**config.mk**
```make
export PLATFORM = sky130hd
export DESIGN_NAME = tws_slave
export DESIGN_NICKNAME = d
export VERILOG_FILES = /design/src/logic/tws_pkg.sv /design/src/logic/tws_line_filter.sv /design/src/logic/tws_slave.sv
export SDC_FILE = /design/constraint.sdc
export NUM_CORES = 1
export LEC_CHECK = 0
export ABC_CLOCK_PERIOD_IN_PS = 5800
export BUFFER_PORTS_ARGS = -buffer_cell sky130_fd_sc_hd__buf_2
export CORE_AREA = 2 2 92 94
export DETAILED_ROUTE_END_ITERATION = 16
export DIE_AREA = 0 0 94 96
export GPL_TIMING_DRIVEN = 0
export PLACE_DENSITY = 0.78
export SLEW_MARGIN = 40
export SYNTH_ARGS = -nofsm -noshare
export SYNTH_HDL_FRONTEND = slang
export SYNTH_SLANG_ARGS = --single-unit
export TNS_END_PERCENT = 100
```
**constraint.sdc**
```tcl
create_clock -name I_CORE_CLK -period 5.8 [get_ports I_CORE_CLK]
set_input_delay 0.29 -clock I_CORE_CLK [delete_from_list [all_inputs] [get_ports I_CORE_CLK]]
set_output_delay 0.29 -clock I_CORE_CLK [all_outputs]
set_load 0.005 [all_outputs]
```
**src/logic/tws_pkg.sv**
```systemverilog
// shared constants for the two-wire slave interface
package tws_pkg;
    // =========================================================
    // register byte addresses
    localparam logic [7:0] ADDR_OWN   = 8'h00;
    localparam logic [7:0] ADDR_CTRL0 = 8'h04;
    localparam logic [7:0] ADDR_CTRL1 = 8'h08;
    localparam logic [7:0] ADDR_DATA  = 8'h0C;
    // =========================================================
    // serial_control_zero fields
    localparam int CTL0_EN_BIT  = 0;
    localparam int CTL0_MODE_LO = 1;
    localparam int CTL0_DB_LO   = 4;
    localparam int CTL0_IRQ_BIT = 6;
    localparam logic [2:0] MODE_TWO_WIRE = 3'h6;
    // =========================================================
    // serial_control_one fields
    localparam int CTL1_RX_ACK_FLAG = 0;
    localparam int CTL1_SRW  = 2;
    localparam int CTL1_TX_ACK_LEVEL_BIT = 3;
    localparam int CTL1_HTX  = 4;
    localparam int CTL1_HBB  = 5;
    localparam int CTL1_ADDRESS_MATCH_FLAG = 6;
    localparam int CTL1_HCF  = 7;
    // =========================================================
    // reset values
    localparam logic [7:0] RST_OWN   = 8'h00;
    localparam logic [6:0] RST_CTRL0 = 7'h00;
    localparam logic [7:0] RST_DATA  = 8'h00;
    // =========================================================
    // debounce selections, in system clocks
    localparam logic [1:0] DB_NONE = 2'h0;
    localparam logic [1:0] DB_ONE  = 2'h1;
    localparam logic [1:0] DB_TWO  = 2'h2;
    localparam logic [3:0] BITS_PER_BYTE = 4'h8;
    // =========================================================
    // slave state machine
    typedef enum logic [8:0] {
        S_IDLE  = 9'h001,
        S_ADDR  = 9'h002,
        S_AACK  = 9'h004,
        S_HOLD  = 9'h008,
        S_RXB   = 9'h010,
        S_RXACK = 9'h020,
        S_TXB   = 9'h040,
        S_TXACK = 9'h080,
        S_WAITP = 9'h100
    } tws_state_e;
endpackage

```
**src/logic/tws_line_filter.sv**
```systemverilog
// two-flop synchroniser with optional 1 or 2 clock glitch filter
`timescale 1ns/1ns
module tws_line_filter (
    input  wire logic       i_clk,
    input  wire logic       i_rst_n,
    input  wire logic       i_line,
    input  wire logic [1:0] i_db_sel,
    output logic            o_line
);
    logic meta_q;
    logic sync_q;
    logic [1:0] hist_q;
    logic stable;

    // =========================================================
    // synchroniser; idle bus level is high
    always_ff @(posedge i_clk or negedge i_rst_n) begin
        if (!i_rst_n) begin
            meta_q <= 1'b1;
            sync_q <= 1'b1;
            hist_q <= 2'h3;
        end else begin
            meta_q <= i_line;
            sync_q <= meta_q;
            hist_q <= {hist_q[0], sync_q};
        end
    end

    // level must hold for the chosen number of extra clocks
    always_comb begin
        case (i_db_sel)
            tws_pkg::DB_ONE: stable = (sync_q == hist_q[0]);
            tws_pkg::DB_TWO: stable = (sync_q == hist_q[0]) && (sync_q == hist_q[1]);
            default:         stable = 1'b1;
        endcase
    end

    // =========================================================
    // filtered output only follows a stable level
    always_ff @(posedge i_clk or negedge i_rst_n) begin
        if (!i_rst_n) begin
            o_line <= 1'b1;
        end else if (stable) begin
            o_line <= sync_q;
        end
    end
endmodule // tws_line_filter

```
**src/logic/tws_slave.sv**
```systemverilog
// two-wire slave interface with APB register access
// What this block does
// - own 7-bit address sits in bits 7..1; bit 0 ignored in compare
// - address match sets match flag and raises interrupt; mismatch leaves it low
// - eighth bit after address is stored as slave read/write flag
// - on match, SDA held low during ninth clock as acknowledge
// - START is SDA falling with SCL high; sets bus busy flag
// - device is slave only and never makes a START
// - one interrupt for address match and byte done; match flag tells which
// - after match SCL held low until data write or dummy data read
// - transmit role bit: 1 transmits, 0 receives, set by software
// - data bytes are 8 bits, MSB first, after address acknowledge
// - as receiver, tx ack level bit driven on SDA at ninth clock
// - as transmitter, ack sampled into rx ack flag; no ack releases SDA
// - received bytes land in data register; loaded byte is transmitted
// - two-wire slave mode only when mode field is 110
// - STOP clears the bus busy flag
// - transfer complete flag low during byte, high with interrupt at end
// - optional line debounce of none, 1 or 2 system clocks
//
// The implementer's own choices: register access over APB and the placing of the registers.
`timescale 1ns/1ns
module tws_slave (
    input  wire logic        I_CORE_CLK,
    input  wire logic        I_RST_N,
    input  wire logic        PSEL,
    input  wire logic        PENABLE,
    input  wire logic        PWRITE,
    input  wire logic [7:0]  PADDR,
    input  wire logic [31:0] PWDATA,
    output logic [31:0]      PRDATA,
    output logic             PREADY,
    output logic             PSLVERR,
    input  wire logic        I_SCL,
    output logic             O_SCL,
    output logic             O_SCL_OE,
    input  wire logic        I_SDA,
    output logic             O_SDA,
    output logic             O_SDA_OE,
    output logic             O_IRQ
);
    logic [7:0] own_q;
    logic [6:0] ctrl0_q;
    logic [7:0] data_q;
    logic       htx_q;
    logic       tx_ack_level_bit_q;
    logic       srw_q;
    logic       rx_ack_flag_q;
    logic       hbb_q;
    logic       address_match_flag_q;
    logic       hcf_q;
    tws_pkg::tws_state_e state_q;
    logic [7:0] shift_q;
    logic [3:0] cnt_q;
    logic       scl_f;
    logic       sda_f;
    logic       scl_p_q;
    logic       sda_p_q;
    logic       active;
    logic       scl_rise;
    logic       scl_fall;
    logic       start_c;
    logic       stop_c;
    logic       setup_c;
    logic       acc_c;
    logic       wr_data;
    logic       rd_data;
    logic       irq_ev;
    logic       done_c;

    // =========================================================
    // line conditioning
    tws_line_filter u_scl_filt (
        .i_clk    (I_CORE_CLK),
        .i_rst_n  (I_RST_N),
        .i_line   (I_SCL),
        .i_db_sel (ctrl0_q[tws_pkg::CTL0_DB_LO +: 2]),
        .o_line   (scl_f)
    );

    tws_line_filter u_sda_filt (
        .i_clk    (I_CORE_CLK),
        .i_rst_n  (I_RST_N),
        .i_line   (I_SDA),
        .i_db_sel (ctrl0_q[tws_pkg::CTL0_DB_LO +: 2]),
        .o_line   (sda_f)
    );

    // previous filtered levels for edge finding
    always_ff @(posedge I_CORE_CLK or negedge I_RST_N) begin
        if (!I_RST_N) begin
            scl_p_q <= 1'b1;
            sda_p_q <= 1'b1;
        end else begin
            scl_p_q <= scl_f;
            sda_p_q <= sda_f;
        end
    end

    // enable and mode gate all bus activity
    assign active   = ctrl0_q[tws_pkg::CTL0_EN_BIT]
                    && (ctrl0_q[tws_pkg::CTL0_MODE_LO +: 3] == tws_pkg::MODE_TWO_WIRE);
    assign scl_rise = active && scl_f && !scl_p_q;
    assign scl_fall = active && !scl_f && scl_p_q;
    assign start_c  = active && scl_f && scl_p_q && sda_p_q && !sda_f;
    assign stop_c   = active && scl_f && scl_p_q && !sda_p_q && sda_f;
    assign done_c   = (cnt_q == tws_pkg::BITS_PER_BYTE);

    // =========================================================
    // APB slave, zero wait states, pready from a flop
    assign setup_c = PSEL && !PENABLE;
    assign acc_c   = PSEL && PENABLE && PREADY;
    assign wr_data = acc_c && PWRITE && (PADDR == tws_pkg::ADDR_DATA);
    assign rd_data = acc_c && !PWRITE && (PADDR == tws_pkg::ADDR_DATA);

    function automatic logic mapped(input logic [7:0] a);
        mapped = (a == tws_pkg::ADDR_OWN) || (a == tws_pkg::ADDR_CTRL0)
              || (a == tws_pkg::ADDR_CTRL1) || (a == tws_pkg::ADDR_DATA);
    endfunction

    // read data captured in the setup cycle
    always_ff @(posedge I_CORE_CLK or negedge I_RST_N) begin
        if (!I_RST_N) begin
            PREADY  <= 1'b0;
            PSLVERR <= 1'b0;
            PRDATA  <= 32'h0000_0000;
        end else begin
            PREADY  <= setup_c;
            PSLVERR <= setup_c && !mapped(PADDR);
            if (setup_c && !PWRITE) begin
                case (PADDR)
                    tws_pkg::ADDR_OWN:   PRDATA <= {24'h000000, own_q[7:1], 1'b0};
                    tws_pkg::ADDR_CTRL0: PRDATA <= {25'h0, ctrl0_q};
                    tws_pkg::ADDR_CTRL1: PRDATA <= {24'h000000, hcf_q, address_match_flag_q, hbb_q,
                                                    htx_q, tx_ack_level_bit_q, srw_q, 1'b0, rx_ack_flag_q};
                    tws_pkg::ADDR_DATA:  PRDATA <= {24'h000000, data_q};
                    default:             PRDATA <= 32'h0000_0000;
                endcase
            end
        end
    end

    // software controlled registers
    always_ff @(posedge I_CORE_CLK or negedge I_RST_N) begin
        if (!I_RST_N) begin
            own_q   <= tws_pkg::RST_OWN;
            ctrl0_q <= tws_pkg::RST_CTRL0;
            htx_q   <= 1'b0;
            tx_ack_level_bit_q  <= 1'b0;
        end else if (acc_c && PWRITE) begin
            if (PADDR == tws_pkg::ADDR_OWN) begin
                own_q <= PWDATA[7:0];
            end
            if (PADDR == tws_pkg::ADDR_CTRL0) begin
                ctrl0_q <= PWDATA[6:0];
            end
            if (PADDR == tws_pkg::ADDR_CTRL1) begin
                htx_q  <= PWDATA[tws_pkg::CTL1_HTX];
                tx_ack_level_bit_q <= PWDATA[tws_pkg::CTL1_TX_ACK_LEVEL_BIT];
            end
        end
    end

    // data register: bus byte wins over a software write
    always_ff @(posedge I_CORE_CLK or negedge I_RST_N) begin
        if (!I_RST_N) begin
            data_q <= tws_pkg::RST_DATA;
        end else if (state_q == tws_pkg::S_RXB && scl_fall && done_c) begin
            data_q <= shift_q;
        end else if (wr_data) begin
            data_q <= PWDATA[7:0];
        end
    end

    // =========================================================
    // bus busy follows START and STOP
    always_ff @(posedge I_CORE_CLK or negedge I_RST_N) begin
        if (!I_RST_N) begin
            hbb_q <= 1'b0;
        end else if (!active || stop_c) begin
            hbb_q <= 1'b0;
        end else if (start_c) begin
            hbb_q <= 1'b1;
        end
    end

    // =========================================================
    // slave sequencer; only ever answers, never starts
    always_ff @(posedge I_CORE_CLK or negedge I_RST_N) begin
        if (!I_RST_N) begin
            state_q  <= tws_pkg::S_IDLE;
            shift_q  <= 8'h00;
            cnt_q    <= 4'h0;
            O_SDA_OE <= 1'b0;
            O_SCL_OE <= 1'b0;
        end else if (!active || stop_c) begin
            state_q  <= tws_pkg::S_IDLE;
            O_SDA_OE <= 1'b0;
            O_SCL_OE <= 1'b0;
        end else if (start_c) begin
            state_q  <= tws_pkg::S_ADDR;
            cnt_q    <= 4'h0;
            O_SDA_OE <= 1'b0;
            O_SCL_OE <= 1'b0;
        end else begin
            case (state_q)
                tws_pkg::S_ADDR: begin
                    if (scl_rise) begin
                        shift_q <= {shift_q[6:0], sda_f};
                        cnt_q   <= cnt_q + 4'h1;
                    end else if (scl_fall && done_c) begin
                        cnt_q <= 4'h0;
                        if (shift_q[7:1] == own_q[7:1]) begin
                            O_SDA_OE <= 1'b1;
                            state_q  <= tws_pkg::S_AACK;
                        end else begin
                            state_q <= tws_pkg::S_WAITP;
                        end
                    end
                end
                tws_pkg::S_AACK: begin
                    if (scl_fall) begin
                        O_SDA_OE <= 1'b0;
                        O_SCL_OE <= 1'b1;
                        state_q  <= tws_pkg::S_HOLD;
                    end
                end
                tws_pkg::S_HOLD: begin
                    // stretch lasts until software writes (transmitter) or reads (receiver) the data register
                    if (htx_q && wr_data) begin
                        shift_q  <= PWDATA[7:0];
                        O_SDA_OE <= !PWDATA[7];
                        O_SCL_OE <= 1'b0;
                        cnt_q    <= 4'h0;
                        state_q  <= tws_pkg::S_TXB;
                    end else if (!htx_q && rd_data) begin
                        O_SCL_OE <= 1'b0;
                        cnt_q    <= 4'h0;
                        state_q  <= tws_pkg::S_RXB;
                    end
                end
                tws_pkg::S_RXB: begin
                    if (scl_rise) begin
                        shift_q <= {shift_q[6:0], sda_f};
                        cnt_q   <= cnt_q + 4'h1;
                    end else if (scl_fall && done_c) begin
                        O_SDA_OE <= !tx_ack_level_bit_q;
                        state_q  <= tws_pkg::S_RXACK;
                    end
                end
                tws_pkg::S_RXACK: begin
                    if (scl_fall) begin
                        O_SDA_OE <= 1'b0;
                        O_SCL_OE <= 1'b1;
                        state_q  <= tws_pkg::S_HOLD;
                    end
                end
                tws_pkg::S_TXB: begin
                    // next bit is presented as the clock falls
                    if (scl_rise) begin
                        cnt_q <= cnt_q + 4'h1;
                    end else if (scl_fall) begin
                        if (done_c) begin
                            O_SDA_OE <= 1'b0;
                            state_q  <= tws_pkg::S_TXACK;
                        end else begin
                            shift_q  <= {shift_q[6:0], 1'b0};
                            O_SDA_OE <= !shift_q[6];
                        end
                    end
                end
                tws_pkg::S_TXACK: begin
                    if (scl_fall) begin
                        cnt_q <= 4'h0;
                        if (rx_ack_flag_q) begin
                            state_q <= tws_pkg::S_WAITP;
                        end else begin
                            O_SCL_OE <= 1'b1;
                            state_q  <= tws_pkg::S_HOLD;
                        end
                    end
                end
                tws_pkg::S_WAITP: begin
                    O_SDA_OE <= 1'b0;
                    O_SCL_OE <= 1'b0;
                end
                default: begin
                    O_SDA_OE <= 1'b0;
                    O_SCL_OE <= 1'b0;
                end
            endcase
        end
    end

    // the pins only ever pull low
    always_ff @(posedge I_CORE_CLK or negedge I_RST_N) begin
        if (!I_RST_N) begin
            O_SDA <= 1'b0;
            O_SCL <= 1'b0;
        end else begin
            O_SDA <= 1'b0;
            O_SCL <= 1'b0;
        end
    end

    // =========================================================
    // status flags set by the bus side
    always_ff @(posedge I_CORE_CLK or negedge I_RST_N) begin
        if (!I_RST_N) begin
            address_match_flag_q <= 1'b0;
            srw_q  <= 1'b0;
            rx_ack_flag_q <= 1'b0;
            hcf_q  <= 1'b1;
        end else if (!active) begin
            address_match_flag_q <= 1'b0;
        end else begin
            if (start_c) begin
                address_match_flag_q <= 1'b0;
            end else if (state_q == tws_pkg::S_ADDR && scl_fall && done_c) begin
                address_match_flag_q <= (shift_q[7:1] == own_q[7:1]);
                if (shift_q[7:1] == own_q[7:1]) begin
                    srw_q <= shift_q[0];
                end
            end else if (hcf_q && state_q != tws_pkg::S_HOLD && state_q != tws_pkg::S_IDLE
                         && state_q != tws_pkg::S_WAITP && state_q != tws_pkg::S_ADDR) begin
                address_match_flag_q <= address_match_flag_q;
            end
            if (state_q == tws_pkg::S_TXACK && scl_rise) begin
                rx_ack_flag_q <= sda_f;
            end
            // low for the whole byte, high once it completes
            if ((state_q == tws_pkg::S_RXACK || state_q == tws_pkg::S_TXACK) && scl_fall) begin
                hcf_q <= 1'b1;
            end else if (state_q == tws_pkg::S_RXB || state_q == tws_pkg::S_TXB) begin
                hcf_q  <= 1'b0;
                address_match_flag_q <= 1'b0; // byte phase, so match flag no longer the cause
            end
        end
    end

    // one request for match or completed byte
    assign irq_ev = (state_q == tws_pkg::S_ADDR && scl_fall && done_c
                     && shift_q[7:1] == own_q[7:1])
                  || ((state_q == tws_pkg::S_RXACK || state_q == tws_pkg::S_TXACK) && scl_fall);

    always_ff @(posedge I_CORE_CLK or negedge I_RST_N) begin
        if (!I_RST_N) begin
            O_IRQ <= 1'b0;
        end else begin
            O_IRQ <= irq_ev && !start_c && !stop_c && ctrl0_q[tws_pkg::CTL0_IRQ_BIT];
        end
    end
endmodule // tws_slave

```
==> results.ini, run 1 <==
[clocking]
cts-root-buf=clkbuf_8
cts_tree=yes
clock-sinks=75
clockBufferDepth=2
cts.htree.levels=3
clock_latency_ps=360
cts-resized-gates=0
cts.clk_slew.worst_paths_ps=80
cts-buffers-inserted=9
cts-hold-fix-buffers=1
post_cts_buffers=0

[place]
dp_hpwl_mm=7.22
dp_cells=578
place_ws_ps=2920
port_buffers=35
gp_congestion=0.920

[critical_path]
startpoint_type=flip-flop
cp.arrival_ps=3150
cp.required_ps=6050
crit_type=reg -> reg
end_kind=flip-flop
cp_max_fo=8

[synth]
syn_area_um2=4340
yosysTopAreaCell=dfrtp_1
synth_edf_count=0
synth_top_area_frac=0.351
ys_types=74
synthMostInstantiatedCell=dfrtp_1
synth-seq-cells=75
synthArstFlopShare=1.00
ys_seq_area_frac=0.436
syn_avg_cell_area_um2=10.5
synthCells=412
synth_common_cells=61 x dfrtp_1, 27 x mux2_2, 27 x nor2_1
netlist_top_cells_area=dfrtp_1 35%, dfstp_2 8.5%, mux2_2 7.0%
ys_warn_count=0
ys.flop_type=dfrtp_1

[detailed_routing]
wl_mm=9.84
dr.pass1.iters=5
drcViolationCount=0
wl_per_cell_um=16.5
drt_iter0_drc=402
vias_per_cell=5.59
antenna_left=0
routed-via-count=3329

[power]
p_leak_nw=2.47
clkPwrFrac=0.429
seq_power_share=0.504
sw_frac_of_total=0.240
p_per_area_nw_per_um2=213
p_sw_mw=0.256
ir_drop_v=0.000125
combPwrFrac=0.067
p_int_mw=0.810
total_power_mw=1.07

[floorplan]
num_rows=33
die_h_um=96
core_um2=8050
start_util=0.540
pin_count=86
die_area_um2=9020
die_w_um=94

[timing]
fin_ws_ps=2900
finalSetupViolCount=0
rsz0062_at_grt=false
finalSetupTns_ps=0
relSlewSlack=0.416
hold_violations=0
tightest_slew_ps=870
finalCriticalPeriod_ps=2910
fmax_mhz=344
final.setup_skew_ps=9.86
finalCritPeriodShare=0.501
final_max_slew_viol_count=0

[grt]
antenna_found_initial=0
grt_usage=0.232
grt_pass1_wl_mm=16.0
grt_max_degree=45
grt_pass1_vias=3218
gr-total-overflow=0

[layout]
drive_gt1_frac=0.320
area_growth_pct=15.2
final_net_count=536
final_core_util=0.622
layout.cells.non_filler=595
n_fill_cell=684
n_antenna_cell=0

[outcome]
status=completed

[run]
drv_cap=0

[min_path]
min_path_type=in -> reg

stage by stage:
stage	hold slack, ps	cell area [um2]
2_1_floorplan	-5.59	4440
3_3_place_gp	347	4740
3_5_place_dp	240	4770
4_1_cts	6.68	5010
5_1_grt	8.13	5010
6_report	18.4	5010
critical path, cell delays in order (launching register included):
cell and delay, ps:
dfstp_2 530, clkbuf_1 290, xor2_1 220, a31oi_4 390, nand2_1 200, nor4_4 820
mux2_4 350
state kept, by name, summed over array words and instances, names as in the netlist, 2 cells and up:
name and count:
shift_q 8, u_scl_filt.hist_q 2, ctrl0_q 7, cnt_q 4
PRDATA 8, state_q 9, own_q 7, data_q 8
u_sda_filt.hist_q 2
cells by family (layout without fill, tap and decap cells):
| group | after synthesis | count (layout) | share of synthesized area |
|---|---|---|---|
| multiplexers | 54 | 54 | 0.149 |
| other | 1 | 26 | 0.000863 |
| flip-flops | 75 | 75 | 0.436 |
| AO/OA/AOI/OAI | 76 | 76 | 0.126 |
| buffers and inverters | 60 | 113 | 0.0778 |
| XOR/XNOR | 14 | 14 | 0.0282 |
| AND/OR/NAND/NOR | 128 | 128 | 0.171 |
| adder cells (fa/ha/maj) | 4 | 4 | 0.0115 |
metal layers:
layer	vias up	wire length (um)	track usage
met5	-	0	0
met4	0	247	0.0966
met3	22	611	0.0431
met2	122	4530	0.368
met1	1592	4460	0.315
li1	1593	-	-
power groups by stage:
stage	Sequential (mW)	Combinational, mW	Clock [mW]
2_1_floorplan	0.546	0.0403	0
3_3_place_gp	0.546	0.0673	0
3_5_place_dp	0.547	0.0705	0
4_1_cts	0.537	0.0712	0.466
5_1_grt	0.537	0.0802	0.489
6_report	0.537	0.0715	0.457
layout by cell type (no fill, tap or decap), types with 3 or more instances in the layout:
| master | n |
|---|---|
| a221oi_1 | 6 |
| clkbuf_8 | 9 |
| buf_2 | 40 |
| dfstp_2 | 14 |
| nand2_1 | 26 |
| mux2_2 | 27 |
| xor2_1 | 10 |
| nor2_1 | 26 |
| nand2b_1 | 4 |
| conb_1 | 26 |
| nand4_1 | 8 |
| and3_1 | 5 |
| xnor2_1 | 4 |
| nor2b_1 | 4 |
| dfrtp_1 | 61 |
| o21ai_1 | 5 |
| mux2_4 | 12 |
| and2_1 | 3 |
| nand3_1 | 10 |
| nor4_1 | 6 |
| ha_1 | 4 |
| mux2i_1 | 14 |
| o21ai_0 | 14 |
| buf_4 | 26 |
| a21oi_1 | 19 |
| nor3_1 | 6 |
| nand3b_1 | 3 |
| clkbuf_1 | 7 |
| inv_1 | 18 |
| a22oi_1 | 3 |
path summary, 6_finish.rpt:
path / start / to / slack [ps] / cells after the start
max: u_sda_filt.o_line / shift_q[2] / 2900 / 6
min: I_SCL / u_scl_filt.meta_q / 20 / 1
max reg2reg: u_sda_filt.o_line / shift_q[2] / 2900 / 6
min in group asynchronous: I_RST_N / own_q[1] / 400 / 2
min reg2reg: u_sda_filt.meta_q / u_sda_filt.sync_q / 360 / 0
max in group asynchronous: I_RST_N / u_scl_filt.sync_q / 4830 / 3
cell type report:
type                    instances  area, um2  share of cell area
well taps                     105        131              0.0262
multi-input cells             302       2210               0.441
clock inverters                 7       98.8              0.0197
repair buffers                 37        211              0.0422
flip-flops and latches         75       1890               0.378
inverters                      18       67.6              0.0135
plain buffers                  42        270              0.0540
clock buffers                   9        124              0.0247
Power figures use the tool's default switching activity.
==> run 2: changes to the inputs <==
--- a/config.mk
+++ b/config.mk
@@ -5,13 +5,13 @@
 export SDC_FILE = /design/constraint.sdc
 export NUM_CORES = 1
 export LEC_CHECK = 0
-export ABC_CLOCK_PERIOD_IN_PS = 5800
+export ABC_CLOCK_PERIOD_IN_PS = 2600
 export BUFFER_PORTS_ARGS = -buffer_cell sky130_fd_sc_hd__buf_2
-export CORE_AREA = 2 2 92 94
+export CORE_AREA = 2 2 97 99
 export DETAILED_ROUTE_END_ITERATION = 16
-export DIE_AREA = 0 0 94 96
+export DIE_AREA = 0 0 99 101
 export GPL_TIMING_DRIVEN = 0
-export PLACE_DENSITY = 0.78
+export PLACE_DENSITY = 0.74
 export SLEW_MARGIN = 40
 export SYNTH_ARGS = -nofsm -noshare
 export SYNTH_HDL_FRONTEND = slang
==> constraint.sdc (replaced) <==
create_clock -name I_CORE_CLK -period 2.6 [get_ports I_CORE_CLK]
set_input_delay 0.13 -clock I_CORE_CLK [delete_from_list [all_inputs] [get_ports I_CORE_CLK]]
set_output_delay 0.13 -clock I_CORE_CLK [all_outputs]
set_load 0.005 [all_outputs]
==> results.ini, run 2 (same netlist as run 1, synthesis figures left out) <==
[outcome]
status=finished, violations left
violations=negative setup slack

[critical_path]
end_kind=flip-flop
reg2reg_from=state_q[0]
startpoint_type=flip-flop
rr_endpoint=state_q[4]
cp.required_ps=2840  ; -3210 ps
cp.arrival_ps=2840  ; -310 ps
cp_max_fo=6  ; -2
crit_type=reg -> reg
r2r_slack_ps=-1  ; -2900 ps
cp_slowest_cell=or4_4
cp_slowest_stage_delay_ps=580  ; -240 ps
reg2reg_depth=8  ; +2
cp_cell_sequence=or4_4 > buf_6 > nor4_4 > nand4_1 > a21boi_4 > a211oi_4 > buf_12 > mux2_4

[timing]
finalCriticalPeriod_ps=2600  ; -304 ps
tightest_slew_ps=715  ; -155 ps
final.setup_skew_ps=14.8  ; +4.90 ps
final_max_slew_viol_count=0  ; unchanged
holdWs_ps=49.2  ; +30.8 ps
finalSetupViolCount=1  ; +1
finalSetupTns_ps=-0.973  ; -0.973 ps
finalCritPeriodShare=1.00  ; +0.500
fin_ws_ps=-0.973  ; -2900 ps
fmax_mhz=384  ; +12%
rsz0062_at_grt=true
relSlewSlack=0.519  ; +0.103
hold_violations=0  ; unchanged

[floorplan]
die_h_um=101  ; +5.2%
die_area_um2=10000  ; +11%
num_rows=35  ; +6.1%
die_w_um=99  ; +5.3%
pin_count=86  ; unchanged
start_util=0.484  ; -0.0556
core_um2=8980  ; +11%

[place]
port_buffers=35  ; unchanged
place_ws_ps=-317  ; -3240 ps
dp_hpwl_mm=7.45  ; +3.1%
gp_congestion=0.858  ; -6.7%

[layout]
n_antenna_cell=0  ; unchanged
drive_gt1_frac=0.346  ; +0.0255
largest_register=state_q
layout_common_cells=59 x dfrtp_1, 39 x buf_2, 35 x buf_4
area_growth_pct=19.8
largest_register_ffs=9  ; unchanged
final_common_cell=dfrtp_1
final_net_count=549  ; +2.4%

[min_path]
min_from=PWDATA[1]
hold_depth=2  ; +1
holdPathEnd=own_q[1]
min_path_type=in -> reg

[power]
p_per_area_nw_per_um2=466  ; +120%
ir_drop_v=0.000350  ; +180%
p_leak_nw=2.55  ; +3.3%
total_power_mw=2.43  ; +130%

[clocking]
clock_latency_ps=360  ; about the same
cts-root-buf=clkbuf_8
cts.clk_slew.worst_paths_ps=90  ; about the same
clockBufferDepth=2  ; unchanged
clock-sinks=75  ; unchanged
cts-buffers-inserted=9  ; unchanged
cts.htree.levels=3  ; unchanged
cts_tree=yes

[run]
drv_cap=0  ; unchanged

[grt]
gr-total-overflow=0  ; unchanged
grt_max_degree=58  ; +29%
grt_pass1_wl_mm=16.7  ; +4.8%
grt_usage=0.214  ; -0.0183
grt_pass1_vias=3257  ; +1.2%
antenna_found_initial=0  ; unchanged

[detailed_routing]
dr.pass1.iters=5  ; unchanged
routed-via-count=3410  ; +2.4%
wl_per_cell_um=17.0  ; +2.6%
antenna_left=0  ; unchanged
wl_mm=10.4  ; +5.9%
drcViolationCount=0  ; unchanged
vias_per_cell=5.55  ; -0.74%
drt_iter0_drc=212  ; -47%

## run 2: worst max-delay path by stage
| stage | start | to | slack [ps] |
|---|---|---|---|
| floorplan | state_q[6] | state_q[8] | 190 |
| global placement | u_sda_filt.o_line | shift_q[1] | -240 |
| finish | state_q[0] | state_q[4] | -1 |
| detailed placement | u_sda_filt.o_line | shift_q[2] | -320 |
| CTS | state_q[6] | state_q[4] | 0.2 |
| global route | state_q[0] | state_q[8] | -50 |
## run 2: worst max-delay path: cells and delay by family, from the launching register on
| family | cells | cell delay, ps |
|---|---|---|
| multiplexers | 1 | 290 |
| AO/OA/AOI/OAI | 2 | 310 |
| AND/OR/NAND/NOR | 3 | 1160 |
| buffers and inverters | 2 | 300 |
| flip-flops | 1 | 430 |
## run 2: cell type report
cell class / instances / area, um2
Fill cell: 756 / 3770
Sequential cell: 75 / 1900
Buffer: 40 / 263
Inverter: 18 / 67.6
Tap cell: 111 / 139
Clock inverter: 7 / 105
Clock buffer: 9 / 124
Timing Repair Buffer: 52 / 368
Multi-Input combinational cell: 302 / 2240
## run 2: where the power goes
group	internal, mW	switching (mW)
clock	0.558	0.507
combinational	0.0750	0.0875
sequential	1.19	0.0111
total	1.82	0.605
## run 2: timing repair
action	4_1_cts	5_1_grt
endpoints found under the hold margin	73	0
gates resized for setup	3	7
hold buffers	4	0
pin swaps	4	4
endpoints found under the setup margin	19	13
setup buffers	5	7
## run 2: metal layers
layer | part of all wire | GRT usage
met1 | 0.45 | 0.292
met2 | 0.49 | 0.348
met3 | 0.049 | 0.0319
met4 | 0.014 | 0.0780
met5 | 0 | 0
## run 2: through the flow
step / area, um2 / utilization / cells
6_report: 5200 / 0.580 / 614
5_1_grt: 5200 / 0.580 / 614
4_1_cts: 5130 / 0.572 / 609
3_5_place_dp: 4790 / 0.533 / 584
3_3_place_gp: 4750 / 0.529 / 583
2_1_floorplan: 4440 / - / 437
